$ cat config.mk
export PLATFORM = sky130hd
export DESIGN_NAME = mms_seq
export DESIGN_NICKNAME = d
export VERILOG_FILES = /design/src/pkg/mms_pkg.sv /design/src/pkg/mms_woc_if.sv /design/src/mms_woc_cmp.sv /design/src/mms_seq.sv
export SDC_FILE = /design/constraint.sdc
export NUM_CORES = 1
export LEC_CHECK = 0
export BUFFER_PORTS_ARGS = -buffer_cell sky130_fd_sc_hd__buf_2
export CORE_MARGIN = 10
export CORE_UTILIZATION = 64
export DETAILED_ROUTE_END_ITERATION = 7
export GPL_TIMING_DRIVEN = 0
export PLACE_DENSITY = 0.95
export SLEW_MARGIN = 10
export SYNTH_ARGS = -nofsm -noshare
export SYNTH_HDL_FRONTEND = slang
export SYNTH_SLANG_ARGS = --single-unit
export TNS_END_PERCENT = 10
$ cat constraint.sdc
create_clock -name i_clock -period 12.82 [get_ports i_clock]
set_input_delay 0.641 -clock i_clock [delete_from_list [all_inputs] [get_ports i_clock]]
set_output_delay 0.641 -clock i_clock [all_outputs]
set_load 0.02 [all_outputs]
$ cat src/pkg/mms_pkg.sv
// mms_pkg: constants and types of the magnetometer mode sequencer.
// assumes a single 40 MHz clock domain shared by all design files.
package mms_pkg;

  // clock and timing
  localparam int CLK_HZ         = 40_000_000;
  localparam int CYC_PER_US     = CLK_HZ / 1_000_000;
  localparam int STANDBY_STATE_TIME_US   = 250;
  localparam int ACTIVE_TIME_US = 8;
  localparam int DATA_READY_FLAG_GAP_US    = 10;
  localparam int TICK_TIME_US   = 1000;
  localparam int STANDBY_STATE_CYC       = STANDBY_STATE_TIME_US * CYC_PER_US;
  localparam int TICK_CYC       = TICK_TIME_US * CYC_PER_US;
  localparam logic [19:0] ACTIVE_CYC = 20'(ACTIVE_TIME_US * CYC_PER_US);
  localparam logic [8:0]  DATA_READY_FLAG_GAP_CYC = 9'(DATA_READY_FLAG_GAP_US * CYC_PER_US);
  localparam int RATE_CONVS     = 3;

  // i2c address upper bits and bus select level
  localparam logic [4:0] I2C_ADDR_HI = 5'h03;
  localparam logic       BUS_SPI     = 1'b0;

  // component select bits, scanned upward: Z, Y, X, then temperature
  localparam int CSEL_Z = 0;
  localparam int CSEL_Y = 1;
  localparam int CSEL_X = 2;
  localparam int CSEL_T = 3;

  // synchronised pin vector positions
  localparam int PIN_BSEL = 0;
  localparam int PIN_SCLK = 1;
  localparam int PIN_SDA  = 2;
  localparam int PIN_TRIG = 3;
  localparam int PIN_A0   = 4;
  localparam int PIN_A1   = 5;
  localparam int PIN_W    = 6;

  typedef enum logic [1:0] {
    MODE_SINGLE = 2'b00,
    MODE_BURST  = 2'b01,
    MODE_WOC    = 2'b10
  } mms_mode_t;

  typedef enum logic [2:0] {
    ST_IDLE   = 3'b000,
    ST_STANDBY_STATE   = 3'b001,
    ST_ACTIVE = 3'b010,
    ST_CONV   = 3'b011,
    ST_DONE   = 3'b100
  } mms_state_t;

endpackage

$ cat src/pkg/mms_woc_if.sv
// mms_woc_if: sequencer to wake-on-change comparator signals.
// assumes both ends run on the same clock.
`timescale 1ns/1ps
`default_nettype none
interface mms_woc_if;
  logic        clear;
  logic        clear_refs;
  logic        strobe;
  logic [1:0]  comp;
  logic [15:0] sample;
  logic [15:0] threshold;
  logic        use_prev;
  logic        exceeded;

  modport seq (output clear, clear_refs, strobe, comp, sample,
               threshold, use_prev, input exceeded);
  modport cmp (input clear, clear_refs, strobe, comp, sample,
               threshold, use_prev, output exceeded);
endinterface
`default_nettype wire

$ cat src/mms_woc_cmp.sv
// mms_woc_cmp: per-component reference store and threshold compare.
// assumes strobes arrive once per converted component, same clock.
`timescale 1ns/1ps
`default_nettype none
module mms_woc_cmp
  import mms_pkg::*;
(
  // clock and reset
  input  wire logic i_clock,
  input  wire logic i_rst,
  // sequencer side
  mms_woc_if.cmp    woc
);

  logic [3:0][15:0] ref_val;
  logic [3:0]       ref_ok;
  logic             hit;

  // samples are two's complement; result is one bit wider
  function automatic logic [16:0] abs_diff(input logic [15:0] a,
                                           input logic [15:0] b);
    logic signed [16:0] d;
    d = $signed({a[15], a}) - $signed({b[15], b});
    abs_diff = d[16] ? 17'(-d) : 17'(d);
  endfunction

  always_comb
  begin
    hit = ref_ok[woc.comp]
          && (abs_diff(woc.sample, ref_val[woc.comp])
              > {1'b0, woc.threshold});
  end

  always_ff @(posedge i_clock)
  begin
    if (i_rst || woc.clear_refs)
      ref_ok <= 4'h0;
    else if (woc.strobe && (!ref_ok[woc.comp] || woc.use_prev))
      ref_ok[woc.comp] <= 1'b1;
  end

  // fixed reference loads once; previous-sample reloads every time
  always_ff @(posedge i_clock)
  begin
    if (i_rst)
      ref_val <= '0;
    else if (woc.strobe && (!ref_ok[woc.comp] || woc.use_prev))
      ref_val[woc.comp] <= woc.sample;
  end

  // any component over threshold flags the whole set
  always_ff @(posedge i_clock)
  begin
    if (i_rst || woc.clear_refs)
      woc.exceeded <= 1'b0;
    else if (woc.strobe && hit)
      woc.exceeded <= 1'b1;
    else if (woc.clear)
      woc.exceeded <= 1'b0;
  end

endmodule
`default_nettype wire

$ cat src/mms_seq.sv
// mms_seq: mode sequencer, pin steering and data-ready of a
// three-axis magnetometer.
// assumes protocol engines and the converter share i_clock and
// deliver one-cycle command pulses; pins arrive asynchronously.
`timescale 1ns/1ps
`default_nettype none
module mms_seq
  import mms_pkg::*;
#(
  parameter logic [19:0] STANDBY_STATE_CYCLES = 20'(STANDBY_STATE_CYC),
  parameter logic [15:0] TICK_CYCLES = 16'(TICK_CYC)
)
(
  // clock and reset
  input  wire logic             i_clock,
  input  wire logic             i_rst,
  // device pins
  input  wire logic             i_bus_select_pin,
  input  wire logic             i_sclk_pin,
  input  wire logic             i_sda_pin,
  input  wire logic             i_trigger_pin,
  input  wire logic             i_address_pin_low,
  input  wire logic             i_address_pin_high,
  output var  logic             o_sda_out,
  output var  logic             o_sda_oe,
  output var  logic             o_miso,
  output var  logic             o_trigger_out,
  output var  logic             o_trigger_oe,
  output var  logic             o_data_ready,
  // protocol engine side
  output var  logic             o_bus_is_i2c,
  output var  logic [6:0]       o_i2c_addr,
  output var  logic             o_i2c_scl,
  output var  logic             o_i2c_sda,
  output var  logic             o_spi_sck,
  output var  logic             o_spi_mosi,
  input  wire logic             i_i2c_sda_pull,
  input  wire logic             i_spi_miso_data,
  // commands, one-cycle pulses
  input  wire logic             i_cmd_single,
  input  wire logic             i_cmd_burst,
  input  wire logic             i_cmd_woc,
  input  wire logic             i_cmd_exit,
  input  wire logic             i_cmd_reset,
  input  wire logic             i_cmd_read,
  // configuration
  input  wire logic [3:0]       i_component_select_field,
  input  wire logic [19:0]      i_conv_cycles,
  input  wire logic [12:0]      i_interval_ms,
  input  wire logic [3:0][15:0] i_thresholds,
  input  wire logic             i_woc_use_prev,
  input  wire logic             i_trigger_is_output,
  // converter side
  output var  logic             o_conv_start,
  output var  logic [1:0]       o_conv_comp,
  input  wire logic [15:0]      i_conv_data,
  // status
  output var  logic [1:0]       o_mode,
  output var  logic             o_busy
);

  logic [PIN_W-1:0] pin_s1;
  logic [PIN_W-1:0] pin_s2;
  logic [PIN_W-1:0] pin_s3;
  logic [PIN_W-1:0] pin_lvl;
  logic             trig_prev;
  logic             trig_edge;
  logic             bus_i2c;

  mms_mode_t        mode;
  mms_state_t       state;
  logic [19:0]      timer;
  logic [1:0]       comp_idx;
  logic             wait_ivl;
  logic [23:0]      set_cnt;
  logic [15:0]      tick_cnt;
  logic [12:0]      ms_cnt;
  logic             data_ready_flag_flag;
  logic [8:0]       gap_cnt;

  logic             kill;
  logic             req_single;
  logic             go_periodic;
  logic             conv_end;
  logic             set_ready;
  logic             ivl_done;
  logic [2:0]       first_comp;
  logic [2:0]       next_comp;

  mms_woc_if woc ();

  mms_woc_cmp u_woc_cmp (
    .i_clock (i_clock),
    .i_rst   (i_rst),
    .woc     (woc.cmp)
  );

  // first selected component at or above start, {found, index}
  function automatic logic [2:0] find_comp(input logic [3:0] sel,
                                           input logic [2:0] start);
    find_comp = 3'b000;
    for (int i = 3; i >= 0; i--)
    begin
      if (sel[i] && (3'(i) >= start))
        find_comp = {1'b1, 2'(i)};
    end
  endfunction

  // shortest set period allowed for the programmed conversion time
  function automatic logic [23:0] min_period(input logic [19:0] c);
    min_period = 24'(c) * 24'(RATE_CONVS);
  endfunction

  // pins: three stages, a change counts once stages two and three agree
  always_ff @(posedge i_clock)
  begin
    if (i_rst)
    begin
      pin_s1 <= '0;
      pin_s2 <= '0;
      pin_s3 <= '0;
    end
    else
    begin
      pin_s1 <= {i_address_pin_high, i_address_pin_low, i_trigger_pin,
                 i_sda_pin, i_sclk_pin, i_bus_select_pin};
      pin_s2 <= pin_s1;
      pin_s3 <= pin_s2;
    end
  end

  always_ff @(posedge i_clock)
  begin
    if (i_rst)
      pin_lvl <= '0;
    else
    begin
      for (int i = 0; i < PIN_W; i++)
      begin
        if (pin_s2[i] == pin_s3[i])
          pin_lvl[i] <= pin_s2[i];
      end
    end
  end

  assign bus_i2c = (pin_lvl[PIN_BSEL] != BUS_SPI);

  // steering to the engines; idle bus levels when deselected
  always_ff @(posedge i_clock)
  begin
    if (i_rst)
    begin
      o_bus_is_i2c <= 1'b0;
      o_i2c_scl    <= 1'b1;
      o_i2c_sda    <= 1'b1;
      o_spi_sck    <= 1'b1;
      o_spi_mosi   <= 1'b0;
      o_sda_out    <= 1'b0;
      o_sda_oe     <= 1'b0;
      o_miso       <= 1'b0;
      o_i2c_addr   <= {I2C_ADDR_HI, 2'b00};
    end
    else
    begin
      o_bus_is_i2c <= bus_i2c;
      o_i2c_scl    <= bus_i2c ? pin_lvl[PIN_SCLK] : 1'b1;
      o_i2c_sda    <= bus_i2c ? pin_lvl[PIN_SDA] : 1'b1;
      o_spi_sck    <= bus_i2c ? 1'b1 : pin_lvl[PIN_SCLK];
      o_spi_mosi   <= bus_i2c ? 1'b0 : pin_lvl[PIN_SDA];
      // open drain: only ever pulls low, never in spi
      o_sda_out    <= 1'b0;
      o_sda_oe     <= bus_i2c && i_i2c_sda_pull;
      o_miso       <= bus_i2c ? 1'b0 : i_spi_miso_data;
      o_i2c_addr   <= {I2C_ADDR_HI, pin_lvl[PIN_A1],
                       pin_lvl[PIN_A0]};
    end
  end

  always_ff @(posedge i_clock)
  begin
    if (i_rst)
      trig_prev <= 1'b0;
    else
      trig_prev <= pin_lvl[PIN_TRIG];
  end

  assign trig_edge = pin_lvl[PIN_TRIG] && !trig_prev
                     && !i_trigger_is_output;
  assign req_single = i_cmd_single || trig_edge;
  assign kill = i_cmd_exit || i_cmd_reset;
  assign go_periodic = i_cmd_burst || i_cmd_woc;
  assign conv_end = (state == ST_CONV) && (timer <= 20'h00001);
  assign first_comp = find_comp(i_component_select_field, 3'b000);
  assign next_comp = find_comp(i_component_select_field,
                               3'({1'b0, comp_idx} + 3'h1));
  assign ivl_done = (ms_cnt >= i_interval_ms)
                    && (set_cnt >= min_period(i_conv_cycles));
  assign set_ready = (state == ST_DONE)
                     && ((mode != MODE_WOC) || woc.exceeded);

  // operating mode
  always_ff @(posedge i_clock)
  begin
    if (i_rst || kill)
      mode <= MODE_SINGLE;
    else if (i_cmd_woc)
      mode <= MODE_WOC;
    else if (i_cmd_burst)
      mode <= MODE_BURST;
    else if (i_cmd_single && (mode != MODE_SINGLE))
      mode <= MODE_SINGLE;
  end

  // acquisition sequence
  always_ff @(posedge i_clock)
  begin
    if (i_rst || kill)
    begin
      state    <= ST_IDLE;
      timer    <= 20'h00000;
      comp_idx <= 2'b00;
      wait_ivl <= 1'b0;
    end
    else if (i_cmd_single && (mode != MODE_SINGLE))
    begin
      // leaving periodic operation drops the current set
      state    <= ST_IDLE;
      wait_ivl <= 1'b0;
    end
    else
    begin
      case (state)
        ST_IDLE:
        begin
          if (req_single || go_periodic)
          begin
            state    <= ST_STANDBY_STATE;
            timer    <= STANDBY_STATE_CYCLES;
            wait_ivl <= 1'b0;
          end
        end
        ST_STANDBY_STATE:
        begin
          if (wait_ivl ? ivl_done : (timer <= 20'h00001))
          begin
            state <= ST_ACTIVE;
            timer <= ACTIVE_CYC;
          end
          else if (!wait_ivl)
            timer <= timer - 20'h00001;
        end
        ST_ACTIVE:
        begin
          if (timer <= 20'h00001)
          begin
            state    <= first_comp[2] ? ST_CONV : ST_DONE;
            comp_idx <= first_comp[1:0];
            timer    <= i_conv_cycles;
          end
          else
            timer <= timer - 20'h00001;
        end
        ST_CONV:
        begin
          if (conv_end)
          begin
            state    <= next_comp[2] ? ST_CONV : ST_DONE;
            comp_idx <= next_comp[1:0];
            timer    <= i_conv_cycles;
          end
          else
            timer <= timer - 20'h00001;
        end
        ST_DONE:
        begin
          // periodic modes keep their counter running in standby
          state    <= (mode == MODE_SINGLE) ? ST_IDLE : ST_STANDBY_STATE;
          wait_ivl <= (mode != MODE_SINGLE);
        end
        default:
        begin
          state <= ST_IDLE;
        end
      endcase
    end
  end

  // interval runs from the end of one set to the start of the next
  always_ff @(posedge i_clock)
  begin
    if (i_rst || !(state == ST_STANDBY_STATE && wait_ivl))
    begin
      tick_cnt <= 16'h0000;
      ms_cnt   <= 13'h0000;
    end
    else if (tick_cnt >= TICK_CYCLES - 16'h0001)
    begin
      tick_cnt <= 16'h0000;
      if (ms_cnt != 13'h1fff)
        ms_cnt <= ms_cnt + 13'h0001;
    end
    else
      tick_cnt <= tick_cnt + 16'h0001;
  end

  // set period counter, from the start of active to the next start
  always_ff @(posedge i_clock)
  begin
    if (i_rst || (state == ST_IDLE)
        || (state == ST_STANDBY_STATE && !wait_ivl))
      set_cnt <= 24'h000000;
    else if (state == ST_STANDBY_STATE && ivl_done)
      set_cnt <= 24'h000000;
    else if (set_cnt != 24'hffffff)
      set_cnt <= set_cnt + 24'h000001;
  end

  // data-ready flag: a new set wins over a read in the same cycle
  always_ff @(posedge i_clock)
  begin
    if (i_rst || kill)
      data_ready_flag_flag <= 1'b0;
    else if (set_ready)
      data_ready_flag_flag <= 1'b1;
    else if (i_cmd_read)
      data_ready_flag_flag <= 1'b0;
  end

  always_ff @(posedge i_clock)
  begin
    if (i_rst || kill)
      gap_cnt <= 9'h000;
    else if (set_ready && data_ready_flag_flag && (mode != MODE_SINGLE))
      gap_cnt <= DATA_READY_FLAG_GAP_CYC;
    else if (gap_cnt != 9'h000)
      gap_cnt <= gap_cnt - 9'h001;
  end

  // outputs: data-ready pin and optional copy on the trigger pin
  always_ff @(posedge i_clock)
  begin
    if (i_rst)
    begin
      o_data_ready  <= 1'b0;
      o_trigger_out <= 1'b0;
      o_trigger_oe  <= 1'b0;
    end
    else
    begin
      o_data_ready  <= data_ready_flag_flag && (gap_cnt == 9'h000);
      o_trigger_out <= data_ready_flag_flag && (gap_cnt == 9'h000)
                       && i_trigger_is_output;
      o_trigger_oe  <= i_trigger_is_output;
    end
  end

  // converter handshake, one start pulse per component
  always_ff @(posedge i_clock)
  begin
    if (i_rst || kill)
    begin
      o_conv_start <= 1'b0;
      o_conv_comp  <= 2'b00;
    end
    else if (state == ST_ACTIVE && timer <= 20'h00001)
    begin
      o_conv_start <= first_comp[2];
      o_conv_comp  <= first_comp[1:0];
    end
    else if (conv_end)
    begin
      o_conv_start <= next_comp[2];
      o_conv_comp  <= next_comp[1:0];
    end
    else
      o_conv_start <= 1'b0;
  end

  always_ff @(posedge i_clock)
  begin
    if (i_rst)
    begin
      o_mode <= MODE_SINGLE;
      o_busy <= 1'b0;
    end
    else
    begin
      o_mode <= mode;
      o_busy <= (state != ST_IDLE);
    end
  end

  // comparator feed; sample taken on the last cycle of a conversion
  assign woc.clear      = (state == ST_ACTIVE);
  assign woc.clear_refs = i_cmd_reset
                          || (i_cmd_woc && mode != MODE_WOC);
  assign woc.strobe     = conv_end && (mode == MODE_WOC);
  assign woc.comp       = comp_idx;
  assign woc.sample     = i_conv_data;
  assign woc.threshold  = i_thresholds[comp_idx];
  assign woc.use_prev   = i_woc_use_prev;

endmodule
`default_nettype wire

==> impl_metrics.json, run 1 <==
{
  "grt_pass1_vias": 12192,
  "ff2ff_setup_slack_ns": 6.11,
  "synth.most_common_cell": "dfxtp_1",
  "vias_per_cell": 6.36,
  "areaGrowthSynthToFinish_pct": 15.7,
  "slowest_delay_ns": 0.74,
  "relSlewSlack": 0.175,
  "synth_top_area_frac": 0.327,
  "clock_sinks": 203,
  "async_reset_ff_frac": 0,
  "critical_path_peak_fanout": 10,
  "cap_viol_max_count": 0,
  "numPortBuffers": 152,
  "power_density_nw_per_um2": 126,
  "grt_remaining_overflow": 0,
  "floorplan.initialDensity": 0.657,
  "grt_start_max_net_pins": 15,
  "hp-class": "in -> reg",
  "grt_pass1_wl_um": 59000,
  "dp_slack_ns": 6.35,
  "drc": 0,
  "final_hold_viol_count": 0,
  "hold_ws_ns": 0.354,
  "min_period_ns": 6.71,
  "synthFlopType": "dfxtp_1",
  "gp_congestion": 0.947,
  "synth_largest_area_cell": "dfxtp_1",
  "worst_pin_slew_ns": 1.21,
  "clk_pin_slew_worst_paths_ns": 0.07,
  "ys_seq_elements": 203,
  "power_leakage_nw": 5.83,
  "ctsHoldBuffers": 0,
  "crit_slowest_cell": "a31oi_1",
  "synth_edf_count": 0,
  "netlist_top_cells_area": "dfxtp_1, ha_1, mux4_2, nand2_1, a21oi_1",
  "clock_latency_ns": 0.51,
  "cp.arrival_ns": 7.04,
  "synthesis.area_per_instance_um2": 8.34,
  "design.core.area_um2": 18900,
  "yosys.cell_types.count": 72,
  "ys_top_cells_by_count": "dfxtp_1, nand2_1, nor2_1",
  "antenna_found_initial": 2,
  "dp_hpwl_um": 26200,
  "grt.total_usage": 0.271,
  "vias": 12379,
  "htree_levels": 1,
  "netlist_area_um2": 12400,
  "max_freq_mhz": 149,
  "layout-drive-gt1-share": 0.156,
  "slew_violations": 0,
  "antenna_left": 0,
  "synthCells": 1488,
  "die_w_um": 159,
  "post_cts_resized": 0,
  "status": "completed",
  "first_iter_violations": 1651,
  "final_nets": 1899,
  "cts_buffers": 22,
  "tritoncts": "yes",
  "first_pass_iters": 8,
  "rsz0062_at_grt": "false",
  "cts_setup_buffers": 0,
  "post-route-period-util": 0.523,
  "synth-seq-area-share": 0.327,
  "setup_viol": 0,
  "worst_slack_ns": 6.11,
  "routed_wl_um": 36500,
  "ir_drop_mv": 0.103,
  "yosys_warnings": 0,
  "clockBufferDepth": 3,
  "rows": 50,
  "finClkSkew_ns": 0.0259,
  "io_pins": 159,
  "start_kind": "flip-flop",
  "setup_tns_ns": 0,
  "wl_per_cell_um": 18.7,
  "cts-root-buf": "clkbuf_16",
  "cp-end-kind": "flip-flop",
  "die_area_um2": 25400,
  "worst_ep_required_time_ns": 13.15,
  "worstSetupPathType": "reg -> reg",
  "die-height_um": 159
}
## layout by cell type, fill, tap and decap left out, types with 7 or more instances in the layout
master / Yosys / layout
dfxtp_1: 203 / 203
nand2_1: 181 / 181
buf_2: 4 / 156
nor2_1: 133 / 133
a21oi_1: 130 / 130
ha_1: 94 / 94
inv_1: 81 / 81
o21ai_0: 63 / 63
nand3_1: 55 / 55
xor2_1: 53 / 53
xnor2_1: 45 / 45
clkbuf_1: 37 / 39
nor2b_1: 37 / 37
mux4_2: 33 / 33
nand4_1: 28 / 28
nor3_1: 28 / 28
a21o_1: 23 / 23
clkbuf_16: 0 / 23
and3_1: 18 / 18
nor4_1: 16 / 16
or3_1: 15 / 15
o21a_1: 14 / 14
nand2b_1: 12 / 12
buf_4: 11 / 11
a31oi_1: 11 / 11
a211o_1: 10 / 10
and2_1: 10 / 10
a211oi_1: 10 / 10
o211ai_1: 10 / 10
mux2i_1: 9 / 9
a21boi_0: 7 / 7
or2_2: 7 / 7
a22oi_1: 7 / 7
## per-layer routing
metal	track usage	vias up	wire length (um)
met5	0	-	0
met4	0.138	0	1860
met3	0.0594	198	3650
met2	0.461	817	17200
met1	0.313	5721	13800
li1	-	5643	-
## cell families after synthesis
kind of cell / Yosys count / share of synthesized area
AOI/OAI and AO/OA: 331 / 0.165
xor gates and xnor gates: 98 / 0.0692
adders and majority gates: 96 / 0.0980
buffers and inverters: 144 / 0.0498
DFF: 203 / 0.327
muxes: 44 / 0.0690
other: 2 / 0.000605
and+or+nand+nor: 570 / 0.221
## sequential cells by signal, summed over array words and instances (netlist names), 2 cells and up
register / cells
pin_s3: 6
o_conv_comp: 2
pin_s1: 6
u_woc_cmp.ref_val: 64
ms_cnt: 13
pin_lvl: 6
state: 3
u_woc_cmp.ref_ok: 4
o_i2c_addr: 2
comp_idx: 2
gap_cnt: 9
pin_s2: 6
mode: 2
o_mode: 2
timer: 20
tick_cnt: 16
set_cnt: 24
## through the flow
step           cells  total power [W]  cell area [um2]   util
3_5_place_dp    1904          0.00106            13500  0.715
5_1_grt         1944          0.00188            14400  0.760
6_report        1945          0.00181            14400  0.760
3_3_place_gp    1904          0.00104            13500  0.715
2_1_floorplan   1492         0.000969            12400      -
4_1_cts         1943          0.00181            14400  0.760
## power breakdown
part	leakage, nW	internal (W)	switching [W]
logic	3.78	0.000169	0.000246
registers	1.64	0.000647	0.0000138
clock network	0.418	0.000475	0.000258
total	5.83	0.00129	0.000518
## worst paths after layout
check	startpoint	end	depth (start not counted)
worst max register to register	comp_idx[1]	u_woc_cmp.woc.exceeded	25
worst min-delay path	i_i2c_sda_pull	o_sda_oe	2
worst min register to register	pin_s1[2]	pin_s2[2]	1
worst max-delay path	comp_idx[1]	u_woc_cmp.woc.exceeded	25
## final cells by class
cell class | count | area [um2]
multi-input combinational | 1145 | 7740
fill | 1217 | 4530
sequential | 203 | 4060
timing repair buffer | 152 | 761
clock buffer | 30 | 652
tap | 260 | 325
buffer | 63 | 314
inverter | 81 | 304
clock inverter | 9 | 195
antenna | 2 | 5.00
## critical path, delay by kind of cell (launching register included)
family,cells,cell delay [ns]
buf+inv,6,2.19
flops,1,0.32
simple gates,2,0.15
xor+xnor,1,0.18
mux,1,0.34
compound gates,13,2.73
fa+ha+maj,2,0.58
(Power assumes the default switching activity.)
==> inputs of run 2 (changes only) <==
--- a/config.mk
+++ b/config.mk
@@ -7,10 +7,10 @@
 export LEC_CHECK = 0
 export BUFFER_PORTS_ARGS = -buffer_cell sky130_fd_sc_hd__buf_2
 export CORE_MARGIN = 10
-export CORE_UTILIZATION = 64
+export CORE_UTILIZATION = 53
 export DETAILED_ROUTE_END_ITERATION = 7
 export GPL_TIMING_DRIVEN = 0
-export PLACE_DENSITY = 0.95
+export PLACE_DENSITY = 0.89
 export SLEW_MARGIN = 10
 export SYNTH_ARGS = -nofsm -noshare
 export SYNTH_HDL_FRONTEND = slang
==> constraint.sdc (replaced) <==
create_clock -name i_clock -period 5.8 [get_ports i_clock]
set_input_delay 0.29 -clock i_clock [delete_from_list [all_inputs] [get_ports i_clock]]
set_output_delay 0.29 -clock i_clock [all_outputs]
set_load 0.02 [all_outputs]
==> impl_metrics.json, run 2 (synthesis results as in run 1) <==
{
  "status": "completed",
  "relSlewSlack": 0.280,
  "hp-class": "in -> reg",
  "clock_sinks": 203,
  "slowest_delay_ns": 0.52,
  "first_iter_violations": 1042,
  "die_w_um": 173,
  "final_nets": 1899,
  "die_area_um2": 29900,
  "worst_pin_slew_ns": 1.05,
  "setup_viol": 0,
  "reg2reg_from": "comp_idx[0]",
  "grt.total_usage": 0.223,
  "grt_remaining_overflow": 0,
  "grt_start_max_net_pins": 16,
  "floorplan.initialDensity": 0.543,
  "min_to": "pin_s1[1]",
  "numPortBuffers": 152,
  "reg2regPathDepth": 21,
  "critical_path_peak_fanout": 10,
  "worst_slack_ns": 0.447,
  "antenna_left": 0,
  "power_leakage_nw": 5.87,
  "wl_per_cell_um": 17.6,
  "htree_levels": 1,
  "clock_latency_ns": 0.50,
  "max_freq_mhz": 187,
  "layout_commonest_cell": "dfxtp_1",
  "cp_top_family": "compound AO/OA/AOI/OAI gates",
  "largest_register": "u_woc_cmp.ref_val",
  "ir_drop_mv": 0.243,
  "gp_congestion": 0.961,
  "drc": 0,
  "layout-drive-gt1-share": 0.163,
  "clk_pin_slew_worst_paths_ns": 0.06,
  "min_period_ns": 5.35,
  "timing.rr.end": "u_woc_cmp.woc.exceeded",
  "routed_wl_um": 35200,
  "multi_input_area_um2": 7780,
  "grt_pass1_wl_um": 57500,
  "worst-path-buf-inv": 3,
  "dp_slack_ns": -0.830,
  "start_kind": "flip-flop",
  "crit_chain": "buf_4, clkbuf_4, mux4_2, inv_1, ha_1, nor2b_1, o31ai_2, a31oi_1, or4_1, a21boi_0, and4_1, a21oi_1, xnor2_1, ha_1, nand4_1, nor2_1, nand4_1, o32ai_1, nand2_1, o211ai_1, o31ai_1",
  "io_pins": 159,
  "slew_violations": 0,
  "reg_top3": "u_woc_cmp.ref_val x64, set_cnt x24, timer x20",
  "dp_hpwl_um": 26900,
  "tritoncts": "yes",
  "finClkSkew_ns": 0.0152,
  "final_cell_mix": "dfxtp_1, nand2_1, buf_2",
  "fillCellCount": 1852,
  "seq_area_um2": 4060,
  "post-route-period-util": 0.923,
  "design.core.area_um2": 22800,
  "clockBufferDepth": 3,
  "vias": 11910,
  "die-height_um": 173,
  "placed_cell_area_um2": 13600,
  "final_area_um2": 14500,
  "first_pass_iters": 6,
  "largest_reg_flops": 64,
  "cap_viol_max_count": 0,
  "hp-start": "i_sclk_pin",
  "hold_depth": 2,
  "cts-root-buf": "clkbuf_16",
  "grt_pass1_vias": 11853,
  "antenna_found_initial": 2,
  "ff2ff_setup_slack_ns": 0.45,
  "areaGrowthSynthToFinish_pct": 16.9,
  "vias_per_cell": 5.96,
  "cts_buffers": 22,
  "worst_ep_required_time_ns": 6.17,
  "rsz0062_at_grt": "false",
  "cp-end-kind": "flip-flop",
  "final_hold_viol_count": 0,
  "power_density_nw_per_um2": 274,
  "cp.arrival_ns": 5.72,
  "rows": 55,
  "worstSetupPathType": "reg -> reg",
  "crit_slowest_cell": "or4_1"
}
[run 2: worst max path at each step]
stage | startpoint | endpoint | cells past startpoint | slack (ns)
after floorplan | comp_idx[0] | u_woc_cmp.woc.exceeded | 24 | 0.42
final | comp_idx[0] | u_woc_cmp.woc.exceeded | 21 | 0.45
after global placement | comp_idx[0] | u_woc_cmp.woc.exceeded | 24 | -0.80
after global routing | comp_idx[0] | u_woc_cmp.woc.exceeded | 21 | 0.08
after detailed placement | comp_idx[0] | u_woc_cmp.woc.exceeded | 24 | -0.83
after CTS | comp_idx[0] | u_woc_cmp.woc.exceeded | 22 | 0.003
[run 2: power by group]
group | total [W] | switching (W) | internal, W
Combinational | 0.000885 | 0.000510 | 0.000375
Sequential | 0.00146 | 0.0000294 | 0.00143
Clock | 0.00163 | 0.000577 | 0.00106
[run 2: timing repair]
item,4_1_cts,5_1_grt
hold buffers,2,0
cloned,0,0
setup buffers,0,0
gates resized for setup,8,10
setup endpoints to repair,1,1
endpoints found under the hold margin,2,0
[run 2: area by class of cell]
class,count,area share
inverter,81,0.0210
multi-input combinational,1145,0.536
timing repair buffer,154,0.0538
tap,313,0.0270
clock inverter,11,0.0152
clock buffer,29,0.0447
antenna,1,0.000172
buffer,61,0.0221
sequential,203,0.280
[run 2: per-layer routing]
metal	wire length, um	GRT usage	vias up
met2	17100	0.388	592
met5	13	0	-
met4	1340	0.0956	2
met1	13800	0.262	5567
li1	-	-	5631
met3	2960	0.0405	118
[run 2: per-stage QoR]
step	total power, W	instances	utilization	setup TNS (ns)	hold WS [ns]
floorplan	0.00214	1492	-	0	0.369
global placement	0.00231	1957	0.594	-0.795	0.421
detailed placement	0.00235	1957	0.594	-0.830	0.428
CTS	0.00399	1998	0.634	0	0.000275
global route	0.00416	1998	0.635	0	0.0140
finish	0.00398	1998	0.635	0	0.00900
